==> src/rtl/sbap_consts.svh <==
// Constants for the line error-rate alarm and protection switch block.
// Assumes inclusion by bare name from files under rtl/.
`ifndef SBAP_CONSTS_SVH
`define SBAP_CONSTS_SVH

// Register offsets, one word each.
`define SBAP_OFF_CTRL      4'h0
`define SBAP_OFF_DEGRADE   4'h1
`define SBAP_OFF_FAILURE   4'h2
`define SBAP_OFF_RESTORE   4'h3
`define SBAP_OFF_COMMAND   4'h4
`define SBAP_OFF_STATUS    4'h5

// Control field positions.
`define SBAP_CTRL_SCRAMBLE 0
`define SBAP_CTRL_ENABLE   1
`define SBAP_CTRL_REVERT   2
`define SBAP_CTRL_LOCKOUT  3
`define SBAP_CTRL_ROLE     4
`define SBAP_CTRL_BIDIR    5

// Command field positions.
`define SBAP_CMD_FORCED    0
`define SBAP_CMD_MANUAL    1
`define SBAP_CMD_CLEAR     2

// Reset values and legal ranges.
`define SBAP_CTRL_RESET    8'h05
`define SBAP_DEG_RESET     4'h6
`define SBAP_DEG_MIN       4'h5
`define SBAP_DEG_MAX       4'h9
`define SBAP_FAIL_RESET    4'h3
`define SBAP_FAIL_MIN      4'h3
`define SBAP_FAIL_MAX      4'h5
`define SBAP_WTR_RESET     4'h5
`define SBAP_WTR_MIN       4'h5
`define SBAP_WTR_MAX       4'hC

// Timing.
`define SBAP_CLK_HZ        10000000
`define SBAP_MINUTE_S      60
`define SBAP_MINUTE_CYC    (`SBAP_CLK_HZ * `SBAP_MINUTE_S)

`endif

==> src/rtl/sbap_pkg.sv <==
// Types for the line error-rate alarm and protection switch block.
// Assumes the constants header is compiled alongside.
package sbap_pkg;

  // Protection switch states.
  typedef enum logic [1:0] {
    SBAP_ON_WORKING,
    SBAP_ON_PROTECT,
    SBAP_WAIT_RESTORE
  } sbap_sw_t;

  // Why traffic sits on the protecting port.
  typedef enum logic [1:0] {
    SBAP_CAUSE_NONE,
    SBAP_CAUSE_SIGNAL,
    SBAP_CAUSE_FORCED,
    SBAP_CAUSE_MANUAL
  } sbap_cause_t;

endpackage : sbap_pkg

==> src/rtl/sbap_minute_tick.sv <==
// One-cycle pulse once per minute of the system clock.
// Assumes a 10 MHz clock; the period is a parameter for short simulations.
`timescale 1ns/1ns
`include "sbap_consts.svh"
module sbap_minute_tick #(
  parameter int unsigned MINUTE_CYCLES = `SBAP_MINUTE_CYC
) (
  // Clock and reset.
  input  wire logic SYS_CLK,
  input  wire logic SYS_RST,
  // Counter control and pulse.
  input  wire logic run,
  output logic      tick
);

  typedef struct packed {
    logic [31:0] count;
    logic        tick;
  } sbap_tick_state_t;

  sbap_tick_state_t cur;
  sbap_tick_state_t next_cur;

  // Counts while run is high and restarts whenever run drops.
  always_comb
  begin
    next_cur      = cur;
    next_cur.tick = 1'b0;
    if (!run)
    begin
      next_cur.count = 32'h0;
    end
    else if (cur.count >= MINUTE_CYCLES - 1)
    begin
      next_cur.count = 32'h0;
      next_cur.tick  = 1'b1;
    end
    else
    begin
      next_cur.count = cur.count + 32'h1;
    end
  end

  // State register.
  always_ff @(posedge SYS_CLK or posedge SYS_RST)
  begin
    if (SYS_RST)
    begin
      cur <= '0;
    end
    else
    begin
      cur <= next_cur;
    end
  end

  assign tick = cur.tick;

endmodule : sbap_minute_tick

==> src/rtl/sbap_port_ctrl.sv <==
// Per-port error-rate alarms and 1+1 protection switching.
// Assumes a measured error-rate exponent from the framer, valid when BER_VALID is high.
// How it works
// Degrade exponent writes from 5 to 9 are taken; others are ignored.
// Degrade exponent resets to 6, one error per million bits.
// Failure exponent writes from 3 to 5 are taken; others are ignored.
// Failure exponent resets to 3, one error per thousand bits.
// Rate at or above degrade threshold raises degrade alarm and condition.
// Rate at or above failure threshold raises failure alarm and condition.
// Degrade alarm is always high whenever failure alarm is high.
// Working port degrade moves traffic to protecting port if configured.
// Working port failure moves traffic to protecting port if configured.
// Restore wait is 5 to 12 whole minutes, reset value 5.
// Traffic returns to working only when the restore wait expires, on a clear command while on protect (not during the wait), or when protection is disabled.
// One enable switches transmit scrambling and receive descrambling together.
// Status register shows level, role, direction and switch state.
// Nonrevertive mode keeps traffic on protecting port after recovery.
// Lockout on protecting port blocks switching to it on alarms.
// Alarms drop below threshold; in revertive mode the drop starts the restore wait.
//
// The address-and-strobe port and the register offsets were decided locally.
`timescale 1ns/1ns
`include "sbap_consts.svh"
module sbap_port_ctrl #(
  parameter int unsigned MINUTE_CYCLES = `SBAP_MINUTE_CYC
) (
  // Clock and reset.
  input  wire logic       SYS_CLK,
  input  wire logic       SYS_RST,
  // Register port.
  input  wire logic [3:0] REG_ADDR,
  input  wire logic [7:0] REG_WDATA,
  input  wire logic       REG_WR,
  input  wire logic       REG_RD,
  output logic      [7:0] REG_RDATA,
  // Measured error rate: exponent n of ten to the minus n, valid when high.
  input  wire logic [3:0] BER_EXPONENT,
  input  wire logic       BER_VALID,
  // Alarms and switch outputs.
  output logic            DEGRADE_ALARM,
  output logic            FAILURE_ALARM,
  output logic            USE_PROTECT,
  output logic            SCRAMBLE_TX_EN,
  output logic            DESCRAMBLE_RX_EN
);

  typedef struct packed {
    logic [7:0]           ctrl;
    logic [3:0]           degrade_ber_exponent;
    logic [3:0]           failure_ber_exponent;
    logic [3:0]           restore_minutes;
    logic [3:0]           restore_wait_timer;
    sbap_pkg::sbap_sw_t   sw;
    sbap_pkg::sbap_cause_t cause;
    logic                 degrade;
    logic                 failure;
    logic [7:0]           rdata;
  } sbap_state_t;

  sbap_state_t cur;
  sbap_state_t next_cur;
  logic        minute_tick;
  logic        deg_hit;
  logic        fail_hit;
  logic        signal_bad;
  logic        lockout;

  // Minute pulses run only while the restore wait is in progress.
  sbap_minute_tick #(
    .MINUTE_CYCLES (MINUTE_CYCLES)
  ) u_tick (
    .SYS_CLK (SYS_CLK),
    .SYS_RST (SYS_RST),
    .run     (cur.sw == sbap_pkg::SBAP_WAIT_RESTORE),
    .tick    (minute_tick)
  );

  // Threshold compares: a smaller exponent means a higher error rate.
  always_comb
  begin
    // Degrade threshold reached.
    deg_hit = BER_VALID && (BER_EXPONENT <= cur.degrade_ber_exponent);
    // Failure threshold reached.
    fail_hit = BER_VALID && (BER_EXPONENT <= cur.failure_ber_exponent);
    signal_bad = cur.degrade || cur.failure;
    lockout = cur.ctrl[`SBAP_CTRL_LOCKOUT];
  end

  // Next-state logic: registers, alarms, switch machine and read data.
  always_comb
  begin
    next_cur       = cur;
    next_cur.rdata = 8'h00;

    // Alarms follow the rate and drop once it falls below.
    next_cur.failure = fail_hit;
    // Failure always implies degrade.
    next_cur.degrade = deg_hit || fail_hit;

    // Register writes.
    if (REG_WR)
    begin
      unique case (REG_ADDR)
        `SBAP_OFF_CTRL:
        begin
          next_cur.ctrl = REG_WDATA;
        end
        `SBAP_OFF_DEGRADE:
        begin
          // Degrade range check.
          if (REG_WDATA >= {4'h0, `SBAP_DEG_MIN} && REG_WDATA <= {4'h0, `SBAP_DEG_MAX})
          begin
            next_cur.degrade_ber_exponent = REG_WDATA[3:0];
          end
        end
        `SBAP_OFF_FAILURE:
        begin
          // Failure range check.
          if (REG_WDATA >= {4'h0, `SBAP_FAIL_MIN} && REG_WDATA <= {4'h0, `SBAP_FAIL_MAX})
          begin
            next_cur.failure_ber_exponent = REG_WDATA[3:0];
          end
        end
        `SBAP_OFF_RESTORE:
        begin
          // Restore wait range check.
          if (REG_WDATA >= {4'h0, `SBAP_WTR_MIN} && REG_WDATA <= {4'h0, `SBAP_WTR_MAX})
          begin
            next_cur.restore_minutes = REG_WDATA[3:0];
          end
        end
        default:
        begin
        end
      endcase
    end

    // Protection switch machine, active only when protection is enabled.
    if (!cur.ctrl[`SBAP_CTRL_ENABLE])
    begin
      next_cur.sw    = sbap_pkg::SBAP_ON_WORKING;
      next_cur.cause = sbap_pkg::SBAP_CAUSE_NONE;
    end
    else
    begin
      unique case (cur.sw)
        sbap_pkg::SBAP_ON_WORKING:
        begin
          // Lockout blocks every move to the protecting port.
          if (!lockout)
          begin
            // Degrade or failure moves traffic.
            if (signal_bad)
            begin
              next_cur.sw    = sbap_pkg::SBAP_ON_PROTECT;
              next_cur.cause = sbap_pkg::SBAP_CAUSE_SIGNAL;
            end
            else if (REG_WR && REG_ADDR == `SBAP_OFF_COMMAND && REG_WDATA[`SBAP_CMD_FORCED])
            begin
              next_cur.sw    = sbap_pkg::SBAP_ON_PROTECT;
              next_cur.cause = sbap_pkg::SBAP_CAUSE_FORCED;
            end
            else if (REG_WR && REG_ADDR == `SBAP_OFF_COMMAND && REG_WDATA[`SBAP_CMD_MANUAL])
            begin
              next_cur.sw    = sbap_pkg::SBAP_ON_PROTECT;
              next_cur.cause = sbap_pkg::SBAP_CAUSE_MANUAL;
            end
          end
        end
        sbap_pkg::SBAP_ON_PROTECT:
        begin
          if (REG_WR && REG_ADDR == `SBAP_OFF_COMMAND && REG_WDATA[`SBAP_CMD_CLEAR])
          begin
            next_cur.sw    = sbap_pkg::SBAP_ON_WORKING;
            next_cur.cause = sbap_pkg::SBAP_CAUSE_NONE;
          end
          // Nonrevertive holds traffic on the protecting port.
          else if (cur.cause == sbap_pkg::SBAP_CAUSE_SIGNAL && !signal_bad && cur.ctrl[`SBAP_CTRL_REVERT])
          begin
            // Alarm drop starts the restore wait.
            next_cur.sw                 = sbap_pkg::SBAP_WAIT_RESTORE;
            next_cur.restore_wait_timer = cur.restore_minutes;
          end
        end
        sbap_pkg::SBAP_WAIT_RESTORE:
        begin
          if (signal_bad)
          begin
            next_cur.sw = sbap_pkg::SBAP_ON_PROTECT;
          end
          else if (minute_tick)
          begin
            // Return only when the last minute expires.
            if (cur.restore_wait_timer <= 4'h1)
            begin
              next_cur.sw                 = sbap_pkg::SBAP_ON_WORKING;
              next_cur.cause              = sbap_pkg::SBAP_CAUSE_NONE;
              next_cur.restore_wait_timer = 4'h0;
            end
            else
            begin
              next_cur.restore_wait_timer = cur.restore_wait_timer - 4'h1;
            end
          end
        end
        default:
        begin
          next_cur.sw = sbap_pkg::SBAP_ON_WORKING;
        end
      endcase
    end

    // Read data, valid in the cycle after the strobe.
    if (REG_RD)
    begin
      unique case (REG_ADDR)
        `SBAP_OFF_CTRL:
        begin
          next_cur.rdata = cur.ctrl;
        end
        `SBAP_OFF_DEGRADE:
        begin
          next_cur.rdata = {4'h0, cur.degrade_ber_exponent};
        end
        `SBAP_OFF_FAILURE:
        begin
          next_cur.rdata = {4'h0, cur.failure_ber_exponent};
        end
        `SBAP_OFF_RESTORE:
        begin
          next_cur.rdata = {cur.restore_wait_timer, cur.restore_minutes};
        end
        `SBAP_OFF_STATUS:
        begin
          // Protection status view.
          next_cur.rdata = {cur.failure, cur.degrade, cur.ctrl[`SBAP_CTRL_BIDIR],
                            cur.ctrl[`SBAP_CTRL_ROLE], cur.ctrl[`SBAP_CTRL_ENABLE],
                            cur.cause == sbap_pkg::SBAP_CAUSE_FORCED, cur.sw};
        end
        default:
        begin
          next_cur.rdata = 8'h00;
        end
      endcase
    end
  end

  // State register with documented reset values.
  always_ff @(posedge SYS_CLK or posedge SYS_RST)
  begin
    if (SYS_RST)
    begin
      cur.ctrl                 <= `SBAP_CTRL_RESET;
      // Degrade default.
      cur.degrade_ber_exponent <= `SBAP_DEG_RESET;
      // Failure default.
      cur.failure_ber_exponent <= `SBAP_FAIL_RESET;
      // Restore wait default.
      cur.restore_minutes      <= `SBAP_WTR_RESET;
      cur.restore_wait_timer   <= 4'h0;
      cur.sw                   <= sbap_pkg::SBAP_ON_WORKING;
      cur.cause                <= sbap_pkg::SBAP_CAUSE_NONE;
      cur.degrade              <= 1'b0;
      cur.failure              <= 1'b0;
      cur.rdata                <= 8'h00;
    end
    else
    begin
      cur <= next_cur;
    end
  end

  // Outputs straight from state.
  assign REG_RDATA     = cur.rdata;
  assign DEGRADE_ALARM = cur.degrade;
  assign FAILURE_ALARM = cur.failure;
  assign USE_PROTECT   = (cur.sw != sbap_pkg::SBAP_ON_WORKING);
  // One bit drives both directions.
  assign SCRAMBLE_TX_EN   = cur.ctrl[`SBAP_CTRL_SCRAMBLE];
  assign DESCRAMBLE_RX_EN = cur.ctrl[`SBAP_CTRL_SCRAMBLE];

endmodule : sbap_port_ctrl

==> config.mk <==
export PLATFORM = sky130hd
export DESIGN_NAME = sbap_port_ctrl
export DESIGN_NICKNAME = d
export VERILOG_FILES = /design/src/rtl/sbap_pkg.sv /design/src/rtl/sbap_minute_tick.sv /design/src/rtl/sbap_port_ctrl.sv
export VERILOG_INCLUDE_DIRS = /design/src /design/src/rtl
export SDC_FILE = /design/constraint.sdc
export NUM_CORES = 1
export LEC_CHECK = 0
export BUFFER_PORTS_ARGS = -buffer_cell sky130_fd_sc_hd__clkbuf_2
export CAP_MARGIN = 5
export CORE_MARGIN = 4
export CORE_UTILIZATION = 51
export DETAILED_ROUTE_END_ITERATION = 10
export GPL_ROUTABILITY_DRIVEN = 1
export PLACE_DENSITY = 0.7
export SLEW_MARGIN = 40
export SYNTH_ARGS = -nofsm -noshare
export SYNTH_HDL_FRONTEND = slang
export SYNTH_HIERARCHICAL = 1
export SYNTH_SLANG_ARGS = --single-unit
export TNS_END_PERCENT = 1
==> constraint.sdc <==
create_clock -name SYS_CLK -period 3 [get_ports SYS_CLK]
set_clock_uncertainty 0.2 [all_clocks]
set_input_delay 0.15 -clock SYS_CLK [delete_from_list [all_inputs] [get_ports SYS_CLK]]
set_output_delay 0.15 -clock SYS_CLK [all_outputs]
set_load 0.05 [all_outputs]
==> results of run 1 <==
-- kinds of logic after synthesis --
logic type	count (synthesis)
flops	71
other cells	1
compound gates	68
fa+ha+maj	15
simple gates	158
xor+xnor	30
mux	16
buf+inv	47
-- metal layers --
layer	vias to the layer above	part of all wire (%)	GRT usage, %
li1	1516	-	-
met1	1489	44	24.9
met2	97	49	34.2
met3	10	5.1	4.69
met4	0	1.2	5.45
met5	-	0	0
-- metrics by stage --
stage	hold slack, ps	cell area (µm²)	setup slack, ps	utilization, %	total power, mW
floorplan	66.7	3960	829	-	1.50
global placement	53.9	4190	785	56.5	1.62
detailed placement	58.9	4190	655	56.5	1.63
CTS	43.4	4490	625	60.6	2.42
global route	75.1	4490	425	60.6	2.54
finish	61.6	4490	611	60.6	2.40
-- report_power, final --
part           switching, mW  internal (mW)  leakage, nW
sequential            0.0779           1.03        0.926
clock                  0.343          0.429       0.0996
combinational          0.325          0.189        0.905
-- cell usage in the layout, fill, tap and decap left out, types with 4 or more instances in the layout --
cell type / Yosys / layout
a31oi_1: 6 / 6
ha_1: 15 / 15
or2_2: 4 / 4
a22oi_1: 9 / 9
nand3_1: 22 / 22
nand2_1: 24 / 24
nor2_1: 46 / 46
nor3_1: 10 / 10
dlygate4sd3_1: 0 / 10
o21ai_0: 9 / 9
mux2_2: 14 / 14
nor4_1: 7 / 7
a21oi_1: 16 / 16
inv_1: 24 / 24
clkbuf_2: 0 / 33
clkbuf_8: 0 / 11
dfstp_2: 8 / 8
buf_4: 9 / 8
xnor2_1: 14 / 14
and3_1: 4 / 4
nor2b_1: 4 / 4
xor2_1: 16 / 16
dfrtp_1: 63 / 63
nand4_1: 13 / 13
-- final cells by class --
class | count | area, µm² | area share (%)
multi-input cells | 289 | 1960 | 43.7
flip-flops and latches | 71 | 1790 | 39.8
repair buffers | 51 | 325 | 7.25
clock buffers | 13 | 159 | 3.54
well taps | 99 | 124 | 2.76
inverters | 24 | 90.1 | 2.01
clock inverters | 3 | 42.5 | 0.948
-- how the worst max path moves through the flow --
stage	from	end	slack (ps)	cells past startpoint
after floorplan	DEGRADE_ALARM	cur[11]	830	5
after global placement	cur[14]	cur[11]	780	7
after detailed placement	cur[14]	cur[11]	660	7
after CTS	cur[14]	cur[11]	630	7
after global routing	cur[14]	cur[11]	430	7
final	cur[14]	cur[11]	610	7
-- worst max-delay path: cells and delay by family (launching register included) --
kind            cells  cell delay, ps
flops               1             420
fa+ha+maj           1             200
compound gates      2             600
buf+inv             1             110
simple gates        3             780
-- flip-flops by register name, indices dropped and copies added (netlist names) --
register / count
u_tick/cur: 32
cur: 27
REG_RDATA: 8
DEGRADE_ALARM: 1
DESCRAMBLE_RX_EN: 1
FAILURE_ALARM: 1
u_tick/tick: 1
==> impl_results.md, run 1 <==
- Initial antenna violation count: 0
- Post-synthesis simple-gate area fraction: 21.7%
- Setup Buffers After CTS: 0
- CP max stage delay: 510 ps
- Routed Antenna Nets: 0
- Die Width: 96.1 µm
- DR iter-0 viols: 131
- Nets: 482
- Layout fillers: 606
- DIE AREA: 0.00923 mm²
- Hold path endpoint: cur[21]
- XOR/XNOR share of the synthesized area: 6.64%
- Via Count: 3112
- Shortest period the worst path allows: 2390 ps
- Clock sinks: 71
- Post-synth EDFFs: 0
- CP Capture Type: flip-flop
- Total grt overflow: 0
- Tcrit/Tclk final: 79.6%
- Placer Congestion: 0.908
- Slowest cell on crit path: or4b_1
- CTS buffer count: 9
- Largest cells by area after synthesis: dfrtp_1 40%, dfstp_2 5.3%, ha_1 4.7%
- Slew margin rel.: 57.4%
- Maxcap violations: 0
- Ports: 34
- Synth-to-Final Area Change: 13.5%
- First-pass GRT wire length: 14.1 mm
- R2R cell count: 7
- RSZ-0062 raised after global routing: false
- Setup tns final: 0 ps
- Worst-Skew Late Latency: 350 ps
- Post-CTS Hold Fix Bufs: 10
- Pin count of the biggest net entering global routing: 39
- Ant diodes: 0
- Fmax: 419 MHz
- Largest family of logic cells by synthesized area: simple AND/OR/NAND/NOR gates
- Compound-Gate Fraction of Synth Area: 11.9%
- WL/cell: 15.3 µm
- Router iterations before antenna repair: 6
- Crit path cell chain: inv_1 > ha_1 > nor2_1 > o31ai_1 > nand3_1 > or4b_1 > o211ai_2
- Reg2reg end: cur[11]
- Max Transition Viols Final: 0
- Post-Syn Instances: 406
- Worst Path Arrival: 2460 ps
- Pleak: 1.93 nW
- CTS clock-pin slew for the worst setup and hold paths: 80 ps
- Hold Crit Class: in2reg
- Ys Warns: 6
- Root buf cell: clkbuf_8
- Outcome: finished, final reports clean
- Primary FF master, synth: dfrtp_1
- Start point of the worst hold path: REG_WDATA[3]
- Multiplexer share of the synthesized area: 4.49%
- CP startpoint kind: flip-flop
- Post-synth top area cell: dfrtp_1
- Critical path class: reg2reg
- Tightest Pin Transition: 635 ps
- Final setup viols: 0
- Share of synthesized registers carrying an async set or reset: 100%
- CTS resizes: 0
- Remaining DRCs: 0
- Detailed placement HPWL: 6.01 mm
- Power per cell area: 534 mW/mm²
- Share of layout cells above drive strength 1: 19.5%
- Drt total wl: 8.42 mm
- Syn Area/Cell: 9.74 µm²
- Seq/Total Area, Yosys: 45.2%
- Adder-cell share of the synthesized area: 4.74%
- Top cells by count, synth: 63 x dfrtp_1, 46 x nor2_1, 24 x inv_1, 24 x nand2_1, 22 x nand3_1
- Most frequent cell after synthesis: dfrtp_1
- Maximum VDD drop: 0.253 mV
- CTS tree: yes
- Site row count: 31
- Vias/cell: 5.66
- Fin. Hold Viols: 0
- Placed instance count: 524
- Number of global-route vias before repair: 3037
- Starting density of the core: 53.4%
- Core outline area: 0.00741 mm²
- CP max FO: 4
- Post-route insts no fill: 550
- Number of distinct library cells after synthesis: 61
- Worst Hold Depth: 3
- H-tree Lvls: 3
- Worst reg-to-reg setup slack: 610 ps
- # port buffers: 33
- Synth Register Bits: 71
- Top cell type's share of synthesized area: 39.8%
- Die height: 96.1 µm
- Synth Cell Area: 0.00396 mm²
- Total GRT Usage: 19.9%
- Critical path required time: 3070 ps
- Reg2reg start: cur[14]
- CTS Buffer Depth: 2
No activity file was read; power rests on OpenSTA's default activity.
==> run 2: changes to the inputs <==
Clock period 3 ns to 2.32 ns, I/O delays scaled along.
==> run 2 against run 1 <==
  * Critical path depth did not move
  * Critical endpoint unchanged
  * Total power increased by 25%
  * Routed wire length grew 2.9%
  * Via count up 2.4%
  * Global-route usage is 0.97 points higher
  * Non-clock buffer count grew 9
  * Clock-buffer cell count stayed put
  * Register-to-register slack worse by 520 ps
  * Clock power up 10%
  * Sequential power rose by 30%
  * Combinational power rose by 38%
==> impl_results.md, run 2 (synthesis gave the netlist of run 1 again) <==
- Crit path cell chain: inv_1 > ha_2 > nor2_1 > o2bb2ai_1 > nand3_1 > or4b_1 > o211ai_2
- Start point of the worst hold path: BER_EXPONENT[3]
- Slowest cell on crit path: or4b_1
- CTS buffer count: 9
- Worst-Skew Late Latency: 340 ps
- Die height: 96.1 µm
- Placed instance count: 533
- Max reg flops: 32
- CP max FO: 11
- CP top delay family: simple AND/OR/NAND/NOR gates
- Critical path required time: 2390 ps
- Ports: 34
- Via Count: 3187
- Ant diodes: 0
- Biggest register: u_tick/cur
- Final setup viols: 0
- Drt total wl: 8.66 mm
- Placer Congestion: 0.890
- CTS clock-pin slew for the worst setup and hold paths: 70 ps
- First-pass GRT wire length: 14.7 mm
- Core outline area: 0.00741 mm²
- Pin count of the biggest net entering global routing: 39
- CP Capture Type: flip-flop
- Die Width: 96.1 µm
- Hold Crit Class: in2reg
- Starting density of the core: 53.4%
- Final WS setup: 94.4 ps
- Layout fillers: 646
- CP startpoint: cur[12]
- Outcome: finished, final reports clean
- # port buffers: 33
- Reg2reg start: cur[12]
- Buf/Inv on CP: 1
- Number of global-route vias before repair: 3086
- Total GRT Usage: 20.8%
- Slew margin rel.: 60.5%
- Total grt overflow: 0
- CTS tree: yes
- Fin. Hold Viols: 0
- Max Transition Viols Final: 0
- Maximum VDD drop: 0.399 mV
- Power per cell area: 659 mW/mm²
- Nets: 491
- Root buf cell: clkbuf_8
- Remaining DRCs: 0
- Shortest period the worst path allows: 2230 ps
- Setup Buffers After CTS: 0
- Clock sinks: 71
- Share of layout cells above drive strength 1: 22.1%
- Detailed placement HPWL: 6.28 mm
- Tcrit/Tclk final: 95.9%
- CTS Buffer Depth: 2
- Router iterations before antenna repair: 5
- Critical path class: reg2reg
- RSZ-0062 raised after global routing: false
- Vias/cell: 5.72
- Synth-to-Final Area Change: 15.0%
- H-tree Lvls: 3
- Final core utilization: 61.4%
- Pre-CTS WS: 42.1 ps
- CP startpoint kind: flip-flop
- Tightest Pin Transition: 588 ps
- Pleak: 1.96 nW
- Site row count: 31
- Most frequent cells in the layout: 63 x dfrtp_1, 46 x nor2_1, 33 x clkbuf_2, 24 x inv_1, 24 x nand2_1
- Worst Path Arrival: 2290 ps
- Fmax: 449 MHz
- DIE AREA: 0.00923 mm²
- Routed Antenna Nets: 0
- WL/cell: 15.5 µm
- Post-route insts no fill: 557
- Setup tns final: 0 ps
- Maxcap violations: 0
- Initial antenna violation count: 0
- DR iter-0 viols: 169
- Commonest non-fill, non-tap cell in the layout: dfrtp_1
- CP max stage delay: 510 ps
- Min Hold Slack: 18.5 ps
[run 2: cell count changes in the layout (fill, tap and decap cells not counted)]
cell,delta
or3_1,-1
nor4_1,-2
o31ai_1,-1
o31ai_2,+1
a211oi_1,-1
ha_2,+1
bufinv_16,-1
ha_1,-1
a211oi_2,+1
clkinvlp_4,-1
buf_4,+9
nor4_2,+2
or3_4,+1
[run 2: area by class of cell]
type | count | area [µm²] | share of cell area [%]
Tap cell | 99 | 124 | 2.72
Multi-Input combinational cell | 289 | 1990 | 43.8
Inverter | 24 | 90.1 | 1.98
Clock buffer | 13 | 159 | 3.49
Sequential cell | 71 | 1790 | 39.3
Clock inverter | 1 | 5.00 | 0.110
Timing Repair Buffer | 60 | 393 | 8.64
[run 2: metrics by stage]
| stage | power, mW | cell area (µm²) |
|---|---|---|
| 2_1_floorplan | 1.94 | 3960 |
| 3_3_place_gp | 2.12 | 4260 |
| 3_5_place_dp | 2.14 | 4260 |
| 4_1_cts | 3.01 | 4520 |
| 5_1_grt | 3.19 | 4550 |
| 6_report | 3.00 | 4550 |
[run 2: worst reg2reg max path, delay by kind of cell (launching register included)]
kind	cells	cell delay, ps
flops	1	460
compound gates	2	320
simple gates	3	740
buf+inv	1	120
fa+ha+maj	1	320
[run 2: per-layer routing]
layer  GRT usage (%)  wire, µm
met5               0         0
met4            6.87       141
met3            6.10       476
met2            36.6      4460
met1            24.3      3580
[run 2: repair_timing]
item	4_1_cts	5_1_grt
endpoints found under the hold margin	77	0
setup endpoints to repair	0	31
hold buffers	10	0
resized for setup	0	6
[run 2: final timing paths]
path	depth (start not counted)	to	slack, ps
setup / recovery	7	cur[11]	90
hold / removal	3	FAILURE_ALARM	20
setup reg to reg	7	cur[11]	90
hold reg to reg	1	u_tick/cur[1]	280
max in group asynchronous	4	DESCRAMBLE_RX_EN	1340
min in group asynchronous	4	u_tick/cur[12]	200
[run 2: power breakdown]
| group | total, mW | leakage (nW) | switching [mW] | internal, mW |
|---|---|---|---|---|
| registers | 1.44 | 0.926 | 0.101 | 1.34 |
| logic | 0.709 | 0.951 | 0.441 | 0.268 |
| clock network | 0.850 | 0.0854 | 0.416 | 0.434 |
| total | 3.00 | 1.96 | 0.958 | 2.04 |
==> run 3: changes to the inputs <==
Settings changed: ABC_AREA set to 1, PLACE_DENSITY 0.7 to 0.69, TNS_END_PERCENT 1 to not set.
==> run 3 against run 2 <==
  * Global-route usage is 0.73 points higher
  * Critical path depth is 4 higher
  * Cell area is 9.4% higher
  * Worst setup slack better by 240 ps
  * Register-to-register slack better by 240 ps
  * Combinational power is 7.5% lower
  * Final cell count is 36% higher
  * Clock power is 40% higher
  * First-iteration DRC count is 0.59% lower
  * Sequential share of layout area is 3.4 points lower
  * Synthesized cell count is 49% higher
  * Largest cell class unchanged
==> impl_results.md, run 3 <==
- CTS clock-pin slew for the worst setup and hold paths: 80 ps
- Post-Syn Instances: 603
- Critical path required time: 2350 ps
- Primary FF master, synth: dfrtp_1
- CP max stage delay: 470 ps
- Top cells by count, synth: 180 x nand2_1, 91 x nor2_1, 71 x inv_1
- Met3 global-route usage: 2.77%
- Register area: 0.00179 mm²
- Crit path cell chain: ha_1 > nand2_2 > nor2_4 > nand2_4 > clkinv_2 > nand2_2 > nand2_2 > nand2_2 > nand3_2 > buf_12 > nor2_1
- GR peak layer: met2
- Sw Share: 31.2%
- Root buf cell: clkbuf_8
- CP max FO: 30
- Nets: 683
- CTS buffer count: 9
- Layout fillers: 798
- Number of global-route vias before repair: 3866
- CP Capture Type: flip-flop
- Largest cells by area after synthesis: dfrtp_1 36%, nand2_1 15%, nor2_1 7.7%
- Die Width: 101 µm
- Remaining DRCs: 0
- Maximum VDD drop: 0.318 mV
- Hold path endpoint: cur[23]
- Number of distinct library cells after synthesis: 36
- Worst Path Arrival: 2020 ps
- Int Power: 2.24 mW
- Fmax: 503 MHz
- Hold Crit Class: in2reg
- R2R cell count: 11
- Pleak: 2.31 nW
- Most frequent cells in the layout: 180 x nand2_1, 91 x nor2_1, 71 x inv_1, 63 x dfrtp_1
- Commonest non-fill, non-tap cell in the layout: nand2_1
- Worst-Skew Late Latency: 350 ps
- Synth Cell Area: 0.00441 mm²
- Psw: 1.02 mW
- Final setup viols: 0
- Pin count of the biggest net entering global routing: 39
- Start point of the worst hold path: REG_WR
- Seq/Total Area, Yosys: 40.5%
- DR iter-0 viols: 168
- Top cell type's share of synthesized area: 35.7%
- Combinational Power Share: 20.1%
- Outcome: finished, final reports clean
- Max reg flops: 32
- Slowest cell on crit path: dfrtp_1
- Reg2reg end: u_tick/cur[20]
- Total grt overflow: 0
- Tcrit/Tclk final: 85.8%
- Clock power frac: 36.6%
- DIE AREA: 0.0102 mm²
- Fin. Hold Viols: 0
- Via Count: 3843
- Ys Warns: 6
- Synth-to-Final Area Change: 12.8%
- Vias/cell: 5.08
- Reg2reg start: u_tick/cur[1]
- Starting density of the core: 53.2%
- Die height: 101 µm
- Synth Register Bits: 71
- # port buffers: 33
- Met2 Usage GRT: 39.1%
- Maxcap violations: 0
- Site row count: 33
- Total GRT Usage: 21.6%
- Detailed placement HPWL: 7.70 mm
- Post-synth top area cell: dfrtp_1
- Placer Congestion: 0.927
- Ant diodes: 0
- Register share of total power: 43.2%
- Max Transition Viols Final: 0
- Initial antenna violation count: 0
- CP startpoint kind: flip-flop
- Routed Antenna Nets: 0
- Setup Buffers After CTS: 0
- Core outline area: 0.00830 mm²
- CP top delay family: simple AND/OR/NAND/NOR gates
- Ports: 34
- Worst reg-to-reg setup slack: 330 ps
- Syn Area/Cell: 7.32 µm²
- Power per cell area: 655 mW/mm²
- CTS Buffer Depth: 2
- Share of layout cells above drive strength 1: 16.6%
- Post-synth EDFFs: 0
- Met1 global-route usage: 25.7%
- RSZ-0062 raised after global routing: false
- Worst Hold Depth: 5
- Min Hold Slack: 34.7 ps
- CP most frequent cell: nand2_2
- Clock sinks: 71
- H-tree Lvls: 3
- WL/cell: 13.5 µm
- Setup tns final: 0 ps
- Drt total wl: 10.2 mm
- CTS tree: yes
- First-pass GRT wire length: 17.6 mm
- Router iterations before antenna repair: 5
- Buf/Inv on CP: 2
- Footprint of the multi-input gates: 0.00222 mm²
- Share of synthesized registers carrying an async set or reset: 100%
- Shortest period the worst path allows: 1990 ps
- Biggest register: u_tick/cur
- Most frequent cell after synthesis: nand2_1
- Critical path class: reg2reg
## run 3: cell types whose count changed in the layout (fill, tap and decap cells not counted), sizes merged, moves of 6 or more
cell and change:
a31oi -6, nor4 -8, xor2 -7, nand2 +166, buf -14, nand4 -7
inv +51, o22ai +7, o21ai +12, nor2 +68, a22oi -9, nand3 +13
mux2 -13
## run 3: tightest hold or removal path: stages
cell and delay (ps):
clkbuf_2 140, o21ai_0 120, nor3b_2 80, nand3_1 70
nand2_1 50
## run 3: cell type report
class	count	area share, %
flip-flops and latches	71	35.9
inverters	76	5.76
repair buffers	47	6.24
well taps	105	2.64
multi-input cells	442	44.6
clock inverters	4	1.53
clock buffers	12	3.32
## run 3: stage by stage
step / instance area, µm² / instances / utilization (%) / power, mW / setup WS [ps]
floorplan: 4420 / 604 / - / 1.91 / 471
global placement: 4620 / 730 / 55.7 / 2.05 / 421
detailed placement: 4620 / 730 / 55.7 / 2.07 / 350
CTS: 4980 / 757 / 60.0 / 3.27 / 320
global route: 4980 / 757 / 60.0 / 3.42 / 197
finish: 4980 / 757 / 60.0 / 3.26 / 330
## run 3: worst max path at each step
stage,start,to,slack (ps),cells after the start
after floorplan,cur[12],cur[12],470,8
after global placement,u_tick/cur[1],u_tick/cur[18],420,11
after detailed placement,u_tick/cur[1],u_tick/cur[20],350,11
after CTS,u_tick/cur[1],u_tick/cur[20],320,11
after global routing,u_tick/cur[1],u_tick/cur[20],200,11
final,u_tick/cur[1],u_tick/cur[20],330,11
## run 3: what timing repair did
action / 4_1_cts / 5_1_grt
hold buffers: 11 / 0
resized for setup: 0 / 0
endpoints found under the hold margin: 89 / 0
## run 3: power groups by stage
stage                     logic, mW  clock network, mW  registers [mW]
after detailed placement      0.643                  0            1.43
after floorplan               0.490                  0            1.42
after CTS                     0.659               1.20            1.41
after global placement        0.625                  0            1.43
after global routing          0.744               1.26            1.42
final                         0.656               1.19            1.41
## run 3: logic make-up after synthesis
logic type / share of synthesized area (%)
adder cells (fa/ha/maj): 4.25
buffers and inverters: 9.27
XOR/XNOR: 3.57
other: 0.0850
AO/OA/AOI/OAI: 6.72
AND/OR/NAND/NOR: 35.3
flip-flops: 40.5
multiplexers: 0.340
## run 3: per-layer routing
metal | vias to the layer above | part of all wire (%)
met2 | 87 | 52
met1 | 1776 | 42
li1 | 1958 | -
met4 | 0 | 2.5
met3 | 22 | 3.2
met5 | - | 0
